===== config.mk =====
export PLATFORM = sky130hd
export DESIGN_NAME = hdlc_rx_command_addr_filter
export DESIGN_NICKNAME = d
export VERILOG_FILES = /design/src/verilog/hdlc_rx_pkg.sv /design/src/verilog/rx_memory.sv /design/src/verilog/hdlc_rx_command_addr_filter.sv
export SDC_FILE = /design/constraint.sdc
export NUM_CORES = 2
export LEC_CHECK = 0
export BUFFER_PORTS_ARGS = -buffer_cell sky130_fd_sc_hd__buf_2
export CORE_MARGIN = 1.5
export CORE_UTILIZATION = 25
export CTS_CLUSTER_DIAMETER = 100
export DETAILED_ROUTE_END_ITERATION = 12
export GPL_ROUTABILITY_DRIVEN = 0
export PLACE_DENSITY = 0.47
export SLEW_MARGIN = 10
export SYNTH_ARGS = -nofsm -noshare
export SYNTH_HDL_FRONTEND = slang
export SYNTH_HIERARCHICAL = 1
export SYNTH_SLANG_ARGS = --single-unit

===== constraint.sdc =====
create_clock -name mclk -period 4 [get_ports mclk]
set_input_delay 0.2 -clock mclk [delete_from_list [all_inputs] [get_ports mclk]]
set_output_delay 0.2 -clock mclk [all_outputs]
set_load 0.02 [all_outputs]

===== src/verilog/hdlc_rx_pkg.sv =====
package hdlc_rx_pkg;

  localparam int chan_w   = 5;
  localparam int num_chan = 32;
  localparam int cmd_w    = 10;

  // register indices; the bus byte address is four times the index
  localparam logic [7:0] cmd_idx    = 8'h1a;
  localparam logic [7:0] acc_idx    = 8'h1c;
  localparam logic [7:0] ard_idx    = 8'h1e;
  localparam logic [7:0] fill_idx   = 8'h20;
  localparam logic [7:0] active_idx = 8'h40;

  localparam logic [15:0] cmd_reset  = 16'h0000;
  localparam logic [15:0] acc_reset  = 16'h0000;
  localparam logic [15:0] ard_reset  = 16'h0001;
  localparam logic [7:0]  fill_reset = 8'h00;

  // field positions of the command and access words
  localparam int chan_msb  = 15;
  localparam int chan_lsb  = 11;
  localparam int read_bit  = 10;
  localparam int second_byte_broadcast_match_en_bit  = 9;
  localparam int second_byte_programmed_match_en_bit  = 8;
  localparam int first_byte_broadcast_match_en_bit  = 7;
  localparam int first_byte_programmed_match_en_bit  = 6;
  localparam int crc_bit   = 5;
  localparam int proto_msb = 3;
  localparam int proto_lsb = 2;
  localparam int code_msb  = 1;
  localparam int code_lsb  = 0;

  localparam logic [2:0] hsize_word     = 3'b010;
  localparam logic [7:0] broadcast_byte = 8'hff;

  typedef enum logic [1:0] {
    cmd_abort    = 2'b00,
    cmd_start    = 2'b01,
    cmd_continue = 2'b10,
    cmd_halt     = 2'b11
  } rx_command_type;

  typedef enum logic [1:0] {
    proto_hdlc   = 2'b00,
    proto_fill   = 2'b01,
    proto_nofill = 2'b10,
    proto_rsvd   = 2'b11
  } protocol_type;

  typedef enum logic [1:0] {
    rx_idle = 2'b00,
    rx_run  = 2'b01,
    rx_halt = 2'b11
  } chan_state_type;

  typedef struct packed {
    logic              valid;
    logic [chan_w-1:0] chan;
    logic [7:0]        data;
    logic              sof;
    logic              eof;
    logic              crc;
  } rx_byte_type;

  typedef struct packed {
    logic              valid;
    logic [chan_w-1:0] chan;
    logic [15:0]       data;
    logic [1:0]        cnt;
    logic              sof;
    logic              eof;
    logic              init_desc;
  } rx_word_type;

  typedef struct packed {
    logic              cmd_valid;
    logic [chan_w-1:0] cmd_chan;
    rx_command_type    cmd_code;
    logic              cmd_mid_frame;
    logic              end_valid;
    logic [chan_w-1:0] end_chan;
  } rx_event_type;

endpackage


===== src/verilog/rx_memory.sv =====
module rx_memory #(
  parameter int width  = 16,
  parameter int depth  = 32,
  parameter int addr_w = 5
) (
  input  wire logic              clk,
  input  wire logic              resetn,
  input  wire logic              wr_en,
  input  wire logic [addr_w-1:0] wr_addr,
  input  wire logic [width-1:0]  wr_data,
  input  wire logic [addr_w-1:0] a_addr,
  output logic [width-1:0]       a_data,
  input  wire logic [addr_w-1:0] b_addr,
  output logic [width-1:0]       b_data
);

  logic [width-1:0] mem [depth];

  // storage has no reset; software programs an entry before a channel runs
  always_ff @(posedge clk) begin
    if (wr_en) begin
      mem[wr_addr] <= wr_data;
    end
  end

  always_ff @(posedge clk or negedge resetn) begin
    if (!resetn) begin
      a_data <= '0;
      b_data <= '0;
    end else begin
      a_data <= mem[a_addr];
      b_data <= mem[b_addr];
    end
  end

endmodule


===== src/verilog/hdlc_rx_command_addr_filter.sv =====
// Our own choice: the AHB-Lite slave port.
module hdlc_rx_command_addr_filter (
  input  wire logic                 mclk,
  input  wire logic                 resetn,
  input  wire logic                 hsel,
  input  wire logic [31:0]          haddr,
  input  wire logic [1:0]           htrans,
  input  wire logic                 hwrite,
  input  wire logic [2:0]           hsize,
  input  wire logic [31:0]          hwdata,
  input  wire logic                 hready,
  output logic                      hreadyout,
  output logic [31:0]               hrdata,
  output logic                      hresp,
  input  hdlc_rx_pkg::rx_byte_type  rx_in,
  output hdlc_rx_pkg::rx_word_type  rx_out,
  output hdlc_rx_pkg::rx_event_type rx_event
);
  import hdlc_rx_pkg::*;

  logic                wr_pend_reg, wr_pend_next;
  logic [7:0]          wr_idx_reg, wr_idx_next;
  logic [31:0]         hrdata_reg, hrdata_next;
  logic                ready_reg, resp_reg;
  logic [15:0]         cmd_reg, cmd_next, acc_reg, acc_next;
  logic [15:0]         ard_reg, ard_next;
  logic [7:0]          fill_reg, fill_next;
  logic                cmd_ld_reg, cmd_ld_next, ard_ld_reg, ard_ld_next;
  logic                take, mapped, cmd_wr, acc_wr, ard_wr, fill_wr;
  logic [cmd_w-1:0]    cmd_mem_cpu, cmd_mem_rx;
  logic [15:0]         ard_mem_cpu, ard_mem_rx, cmd_view, ard_view;
  logic [num_chan-1:0] active;

  rx_byte_type         s1_reg;
  chan_state_type      st_reg [num_chan], st_next [num_chan];
  logic [num_chan-1:0] frm_reg, frm_next, hold_reg, hold_next;
  logic [num_chan-1:0] ign_reg, ign_next, init_reg, init_next;
  logic [7:0]          held_reg [num_chan], held_next [num_chan];
  rx_word_type         out_reg, out_next;
  rx_event_type        evt_reg, evt_next;

  logic [chan_w-1:0]   ch, cc;
  rx_command_type      code;
  protocol_type        proto;
  logic [7:0]          rxb;
  logic                go, fill_hit, starts, ends, keep, filt, need2, p1, p2;

  function automatic logic byte_ok(input logic [7:0] b, input logic [7:0] prog,
                                   input logic en_prog, input logic en_bc);
    byte_ok = (!en_prog && !en_bc) || (en_prog && b == prog) ||
              (en_bc && b == broadcast_byte);
  endfunction

  // ---------------- bus slave ----------------
  assign take   = hsel && htrans[1] && hready;
  assign mapped = (haddr[31:10] == 22'h0) && (haddr[1:0] == 2'b00) && (hsize == hsize_word);

  assign cmd_wr  = wr_pend_reg && (wr_idx_reg == cmd_idx);
  assign acc_wr  = wr_pend_reg && (wr_idx_reg == acc_idx);
  assign ard_wr  = wr_pend_reg && (wr_idx_reg == ard_idx);
  assign fill_wr = wr_pend_reg && (wr_idx_reg == fill_idx);

  // memory read lands one cycle after the launching write; bypass it so a
  // read that follows straight away already sees the fetched entry
  assign cmd_view = cmd_ld_reg ? {cmd_reg[15:read_bit], cmd_mem_cpu} : cmd_reg;
  assign ard_view = ard_ld_reg ? ard_mem_cpu : ard_reg;

  always_comb begin
    wr_pend_next = take && hwrite && mapped;
    wr_idx_next  = haddr[9:2];
    hrdata_next  = hrdata_reg;
    if (take && !hwrite) begin
      hrdata_next = 32'h0;
      if (mapped) begin
        case (haddr[9:2])
          cmd_idx:    hrdata_next = {16'h0, cmd_view};
          acc_idx:    hrdata_next = {16'h0, acc_reg};
          ard_idx:    hrdata_next = {16'h0, ard_view};
          fill_idx:   hrdata_next = {24'h0, fill_reg};
          active_idx: hrdata_next = active;
          default:    hrdata_next = 32'h0;
        endcase
      end
    end
  end

  always_comb begin
    cmd_next    = cmd_reg;
    acc_next    = acc_reg;
    ard_next    = ard_reg;
    fill_next   = fill_reg;
    cmd_ld_next = cmd_wr && hwdata[read_bit];
    ard_ld_next = acc_wr && hwdata[read_bit];
    if (cmd_wr) begin
      cmd_next = hwdata[15:0];
    end else if (cmd_ld_reg) begin
      cmd_next = cmd_view;
    end
    if (acc_wr) begin
      // only channel and direction are kept; the low bits read as zero
      acc_next = {hwdata[15:read_bit], 10'h0};
    end
    if (ard_wr) begin
      ard_next = hwdata[15:0];
    end else if (ard_ld_reg) begin
      ard_next = ard_mem_cpu;
    end
    if (fill_wr) begin
      fill_next = hwdata[7:0];
    end
  end

  always_ff @(posedge mclk or negedge resetn) begin
    if (!resetn) begin
      wr_pend_reg <= 1'b0;
      wr_idx_reg  <= 8'h00;
      hrdata_reg  <= 32'h0;
      ready_reg   <= 1'b1;
      resp_reg    <= 1'b0;
      cmd_reg     <= cmd_reset;
      acc_reg     <= acc_reset;
      ard_reg     <= ard_reset;
      fill_reg    <= fill_reset;
      cmd_ld_reg  <= 1'b0;
      ard_ld_reg  <= 1'b0;
    end else begin
      wr_pend_reg <= wr_pend_next;
      wr_idx_reg  <= wr_idx_next;
      hrdata_reg  <= hrdata_next;
      ready_reg   <= 1'b1;
      resp_reg    <= 1'b0;
      cmd_reg     <= cmd_next;
      acc_reg     <= acc_next;
      ard_reg     <= ard_next;
      fill_reg    <= fill_next;
      cmd_ld_reg  <= cmd_ld_next;
      ard_ld_reg  <= ard_ld_next;
    end
  end

  // ---------------- per-channel memories ----------------
  rx_memory #(
    .width  (cmd_w),
    .depth  (num_chan),
    .addr_w (chan_w)
  ) cmd_mem (
    .clk     (mclk),
    .resetn  (resetn),
    .wr_en   (cmd_wr && !hwdata[read_bit]),
    .wr_addr (hwdata[chan_msb:chan_lsb]),
    .wr_data (hwdata[cmd_w-1:0]),
    .a_addr  (hwdata[chan_msb:chan_lsb]),
    .a_data  (cmd_mem_cpu),
    .b_addr  (rx_in.chan),
    .b_data  (cmd_mem_rx)
  );

  rx_memory #(
    .width  (16),
    .depth  (num_chan),
    .addr_w (chan_w)
  ) addr_mem (
    .clk     (mclk),
    .resetn  (resetn),
    .wr_en   (acc_wr && !hwdata[read_bit]),
    .wr_addr (hwdata[chan_msb:chan_lsb]),
    .wr_data (ard_reg),
    .a_addr  (hwdata[chan_msb:chan_lsb]),
    .a_data  (ard_mem_cpu),
    .b_addr  (rx_in.chan),
    .b_data  (ard_mem_rx)
  );

  genvar gi;
  generate
    for (gi = 0; gi < num_chan; gi++) begin : g_active
      assign active[gi] = (st_reg[gi] != rx_idle);
    end
  endgenerate

  // ---------------- receive path ----------------
  // the byte is registered once so that its channel's entries are read out
  // of the memories in step with it
  assign ch       = s1_reg.chan;
  assign rxb      = s1_reg.data;
  assign cc       = hwdata[chan_msb:chan_lsb];
  assign code     = rx_command_type'(hwdata[code_msb:code_lsb]);
  assign proto    = protocol_type'(cmd_mem_rx[proto_msb:proto_lsb]);
  assign go       = s1_reg.valid && (st_reg[ch] != rx_idle) && (proto != proto_rsvd);
  assign fill_hit = (proto == proto_fill) && (rxb == fill_reg);
  assign starts   = !frm_reg[ch] && ((proto == proto_hdlc) ? s1_reg.sof : !fill_hit);
  assign ends     = (proto == proto_fill) ? fill_hit : s1_reg.eof;
  assign keep     = !fill_hit && !(s1_reg.crc && !cmd_mem_rx[crc_bit]);
  // address fields only exist in hdlc framing
  assign filt     = (proto == proto_hdlc) &&
                    (cmd_mem_rx[second_byte_broadcast_match_en_bit:first_byte_programmed_match_en_bit] != 4'h0);
  assign need2    = cmd_mem_rx[second_byte_programmed_match_en_bit] || cmd_mem_rx[second_byte_broadcast_match_en_bit];
  assign p1       = byte_ok(rxb, ard_mem_rx[7:0], cmd_mem_rx[first_byte_programmed_match_en_bit],
                            cmd_mem_rx[first_byte_broadcast_match_en_bit]);
  assign p2       = byte_ok(rxb, ard_mem_rx[15:8], cmd_mem_rx[second_byte_programmed_match_en_bit],
                            cmd_mem_rx[second_byte_broadcast_match_en_bit]);

  always_comb begin
    st_next   = st_reg;
    frm_next  = frm_reg;
    hold_next = hold_reg;
    ign_next  = ign_reg;
    init_next = init_reg;
    held_next = held_reg;
    out_next  = '0;
    evt_next  = '0;

    if (go && (frm_reg[ch] || starts)) begin
      out_next.chan = ch;
      if (starts) begin
        frm_next[ch]  = 1'b1;
        hold_next[ch] = 1'b0;
        ign_next[ch]  = 1'b0;
        if (filt && !p1) begin
          ign_next[ch] = 1'b1;
        end else if (filt && need2) begin
          // first byte waits for the second verdict before anything is written
          held_next[ch] = rxb;
          hold_next[ch] = 1'b1;
        end else begin
          out_next.valid     = 1'b1;
          out_next.data      = {8'h00, rxb};
          out_next.cnt       = 2'd1;
          out_next.sof       = 1'b1;
          out_next.init_desc = init_reg[ch];
          init_next[ch]      = 1'b0;
        end
      end else if (hold_reg[ch]) begin
        hold_next[ch] = 1'b0;
        if (p2) begin
          out_next.valid     = 1'b1;
          out_next.data      = {rxb, held_reg[ch]};
          out_next.cnt       = 2'd2;
          out_next.sof       = 1'b1;
          out_next.init_desc = init_reg[ch];
          init_next[ch]      = 1'b0;
        end else begin
          ign_next[ch] = 1'b1;
        end
      end else if (!ign_reg[ch] && keep) begin
        out_next.valid = 1'b1;
        out_next.data  = {8'h00, rxb};
        out_next.cnt   = 2'd1;
      end

      if (ends) begin
        // a frame still waiting on its second byte never passed the filter
        if (!ign_next[ch] && !hold_next[ch]) begin
          out_next.valid = 1'b1;
          out_next.eof   = 1'b1;
        end
        frm_next[ch]  = 1'b0;
        hold_next[ch] = 1'b0;
        if (st_reg[ch] == rx_halt) begin
          st_next[ch]       = rx_idle;
          evt_next.end_valid = 1'b1;
          evt_next.end_chan  = ch;
        end
      end
    end

    // software wins over a byte of the same channel in the same cycle
    if (cmd_wr && !hwdata[read_bit]) begin
      case (code)
        cmd_abort: begin
          evt_next.cmd_valid     = 1'b1;
          evt_next.cmd_chan      = cc;
          evt_next.cmd_code      = cmd_abort;
          evt_next.cmd_mid_frame = frm_next[cc];
          st_next[cc]   = rx_idle;
          frm_next[cc]  = 1'b0;
          hold_next[cc] = 1'b0;
          ign_next[cc]  = 1'b0;
        end
        cmd_start: begin
          st_next[cc]   = rx_run;
          init_next[cc] = 1'b1;
        end
        cmd_continue: begin
          st_next[cc]   = rx_run;
          init_next[cc] = 1'b0;
        end
        cmd_halt: begin
          if (frm_next[cc]) begin
            st_next[cc] = rx_halt;
          end else begin
            st_next[cc]            = rx_idle;
            evt_next.cmd_valid     = 1'b1;
            evt_next.cmd_chan      = cc;
            evt_next.cmd_code      = cmd_halt;
            evt_next.cmd_mid_frame = 1'b0;
          end
        end
        default: begin
          st_next[cc] = st_reg[cc];
        end
      endcase
    end
  end

  always_ff @(posedge mclk or negedge resetn) begin
    if (!resetn) begin
      s1_reg   <= '0;
      frm_reg  <= '0;
      hold_reg <= '0;
      ign_reg  <= '0;
      init_reg <= '0;
      out_reg  <= '0;
      evt_reg  <= '0;
      for (int i = 0; i < num_chan; i++) begin
        st_reg[i]   <= rx_idle;
        held_reg[i] <= 8'h00;
      end
    end else begin
      s1_reg   <= rx_in;
      frm_reg  <= frm_next;
      hold_reg <= hold_next;
      ign_reg  <= ign_next;
      init_reg <= init_next;
      out_reg  <= out_next;
      evt_reg  <= evt_next;
      for (int i = 0; i < num_chan; i++) begin
        st_reg[i]   <= st_next[i];
        held_reg[i] <= held_next[i];
      end
    end
  end

  assign hreadyout = ready_reg;
  assign hrdata    = hrdata_reg;
  assign hresp     = resp_reg;
  assign rx_out    = out_reg;
  assign rx_event  = evt_reg;

endmodule


==> results.cfg <==
[routing]
totalWireLength_um = 273000
wire_per_inst_um = 27.3
initialDrtViolationCount = 5204
highest_layer = met5
dr_wl_met2_um = 128000
drc_errors = 0
drt-pass1-iter-count = 7
met3WireLength_um = 17600
ant_nets = 0
vias = 52600
vias_per_cell = 5.24
wirelength_met1_um = 117000

[timing]
tightest_slew_ns = 1.22
setup_viol = 83
setup_slack_ns = -0.555
hold_violations = 0
skew_ns = 0.0545
period_share_pct = 114
rsz0062_at_grt = true
period_minus_slack_ns = 4.56
fin_setup_tns_ns = -36.13
clock.fmax_mhz = 220
slew_headroom_pct = 17.9
slew_violations = 0

[clock_tree]
cts.reportedPaths.clkPinSlew_ns = 0.06
cts_buffer_depth = 3
htreeDepth = 4
clk_latency_ns = 0.84
cts_sinks = 1476
cts_root_buf = clkbuf_16
cts_tree = yes
cts_buffers = 169

[power]
powerDensity_nw_per_um2 = 407
leakage_nw = 34.1
ir_worst_vdd_uv = 340

[final_layout]
syn2layout_area_growth_pct = 21.8
multiInputGateArea_um2 = 28300
drive_gt1_share_pct = 25.8
regArea_um2 = 41100
n_fill_cell = 28500
nets = 6248
fin_util_pct = 30.7
final_area_um2 = 86900
largest_register_ffs = 512

[global_routing]
gr-total-overflow = 0
grtUsageTotal_pct = 18.4
grt_max_degree = 109
grt_pass1_vias = 52700
grt_pass1_wl_um = 387000
antenna_found_initial = 21

[synth]
syn_avg_cell_area_um2 = 12.8
syn_area_um2 = 71300
syn_nets = 5684
yosysWarnings = 6
synthCells = 5589

[floorplanning]
die_w_um = 537
core_um2 = 283000
pin_count = 167
die_y_um = 537
start_util_pct = 25.2
core.rowCount = 195
dieArea_um2 = 288000

[setup_path]
cp_data_required_time_ns = 4.66
path_max_fanout = 14
crit_path_max_incr_delay_ns = 0.66
rrSetupSlack_ns = -0.56
crit_slowest_cell = or4_4
criticalPathCategory = reg -> reg
start_kind = register
end_kind = register
crit_chain = buf_4, buf_4, mux2i_1, o22ai_1, nor4_2, buf_4, nand4_1, buf_6, buf_12, a31oi_1, a21oi_1, a22o_1, or4b_4, or4_4, a22oi_4, buf_12, buf_12, o22ai_1
arrival_ns = 5.22

[outcome]
violations = negative setup slack
status = finished, violations left

[place]
port_buffers = 147
place_area_um2 = 79600
hpwl_um = 182000

[flow_run]
drv_cap = 0

[hold_path]
min_path_type = in -> async
-- worst paths after layout --
check                            start           end  depth (start not counted)
setup / recovery                 ch[0]     st_reg[2]                         18
setup reg to reg                 ch[0]     st_reg[2]                         18
hold / removal                  resetn  held_reg[58]                          2
max in group asynchronous       resetn         ch[0]                          3
min in group mclk             rx_in[3]        rxb[0]                          2
hold reg to reg            cmd_reg[12]   cmd_reg[12]                          2
-- metal layers --
metal	track usage [%]	vias up
met2	30.2	2122
met5	0	-
met1	24.5	27300
met3	2.93	509
li1	-	22600
met4	6.35	6
-- layout make-up --
cell class | count | share of cell area [%]
Timing Repair Buffer | 840 | 8.02
Clock inverter | 89 | 1.22
Clock buffer | 218 | 5.37
Inverter | 15 | 0.0648
Tap cell | 3743 | 5.39
Antenna cell | 2 | 0.00576
Sequential cell | 1476 | 47.3
Multi-Input combinational cell | 3651 | 32.6
-- stage by stage --
stage               hold WS, ns  instances  setup WS, ns  power, mW
finish                  0.00220      10000        -0.555       35.4
global route            0.00327      10000        -0.641       36.4
CTS                    0.000760      10000        -0.449       35.6
detailed placement        0.298       9643        -0.860       19.5
global placement          0.292       9643        -0.868       19.4
floorplan               -0.0956       5589       0.00533       18.1
-- power breakdown --
part | internal, mW | switching (mW)
clock network | 9.31 | 6.75
logic | 0.991 | 2.00
registers | 16.2 | 0.101
total | 26.5 | 8.86
-- cell usage in the layout, fill, tap and decap left out, types with 16 or more instances in the layout --
master,instances
a211oi_1,56
a21oi_1,237
a22o_1,80
a22oi_1,262
a31oi_1,73
a32oi_1,22
and2_1,37
buf_12,50
buf_2,144
buf_4,578
bufinv_16,16
clkbuf_1,26
clkbuf_16,177
clkbuf_8,21
clkinv_1,26
clkinv_2,26
dfrtp_1,630
dlygate4sd3_1,43
edfxtp_1,832
mux2_2,285
mux2i_1,854
mux4_2,80
nand2_1,407
nand2_2,16
nand2b_1,17
nand3_1,187
nand4_1,64
nor2_1,241
nor2_2,38
nor3_1,63
nor4_1,43
o2111ai_1,34
o21ai_0,140
o22ai_1,90
-- critical path, delay by kind of cell, from the launching register on --
kind / cells / cell delay (ns)
multiplexers: 1 / 0.23
buffers and inverters: 7 / 1.13
AO/OA/AOI/OAI: 6 / 0.89
flip-flops: 1 / 0.52
AND/OR/NAND/NOR: 4 / 1.64
-- repair_timing --
item	in CTS	in global routing
gates cloned	5	6
hold buffers	43	0
setup buffers	11	21
endpoints found under the hold margin	307	0
resized for setup	55	75
pin swaps	13	16
endpoints found under the setup margin	135	126
Note: power is estimated with default switching activity, not from simulation.
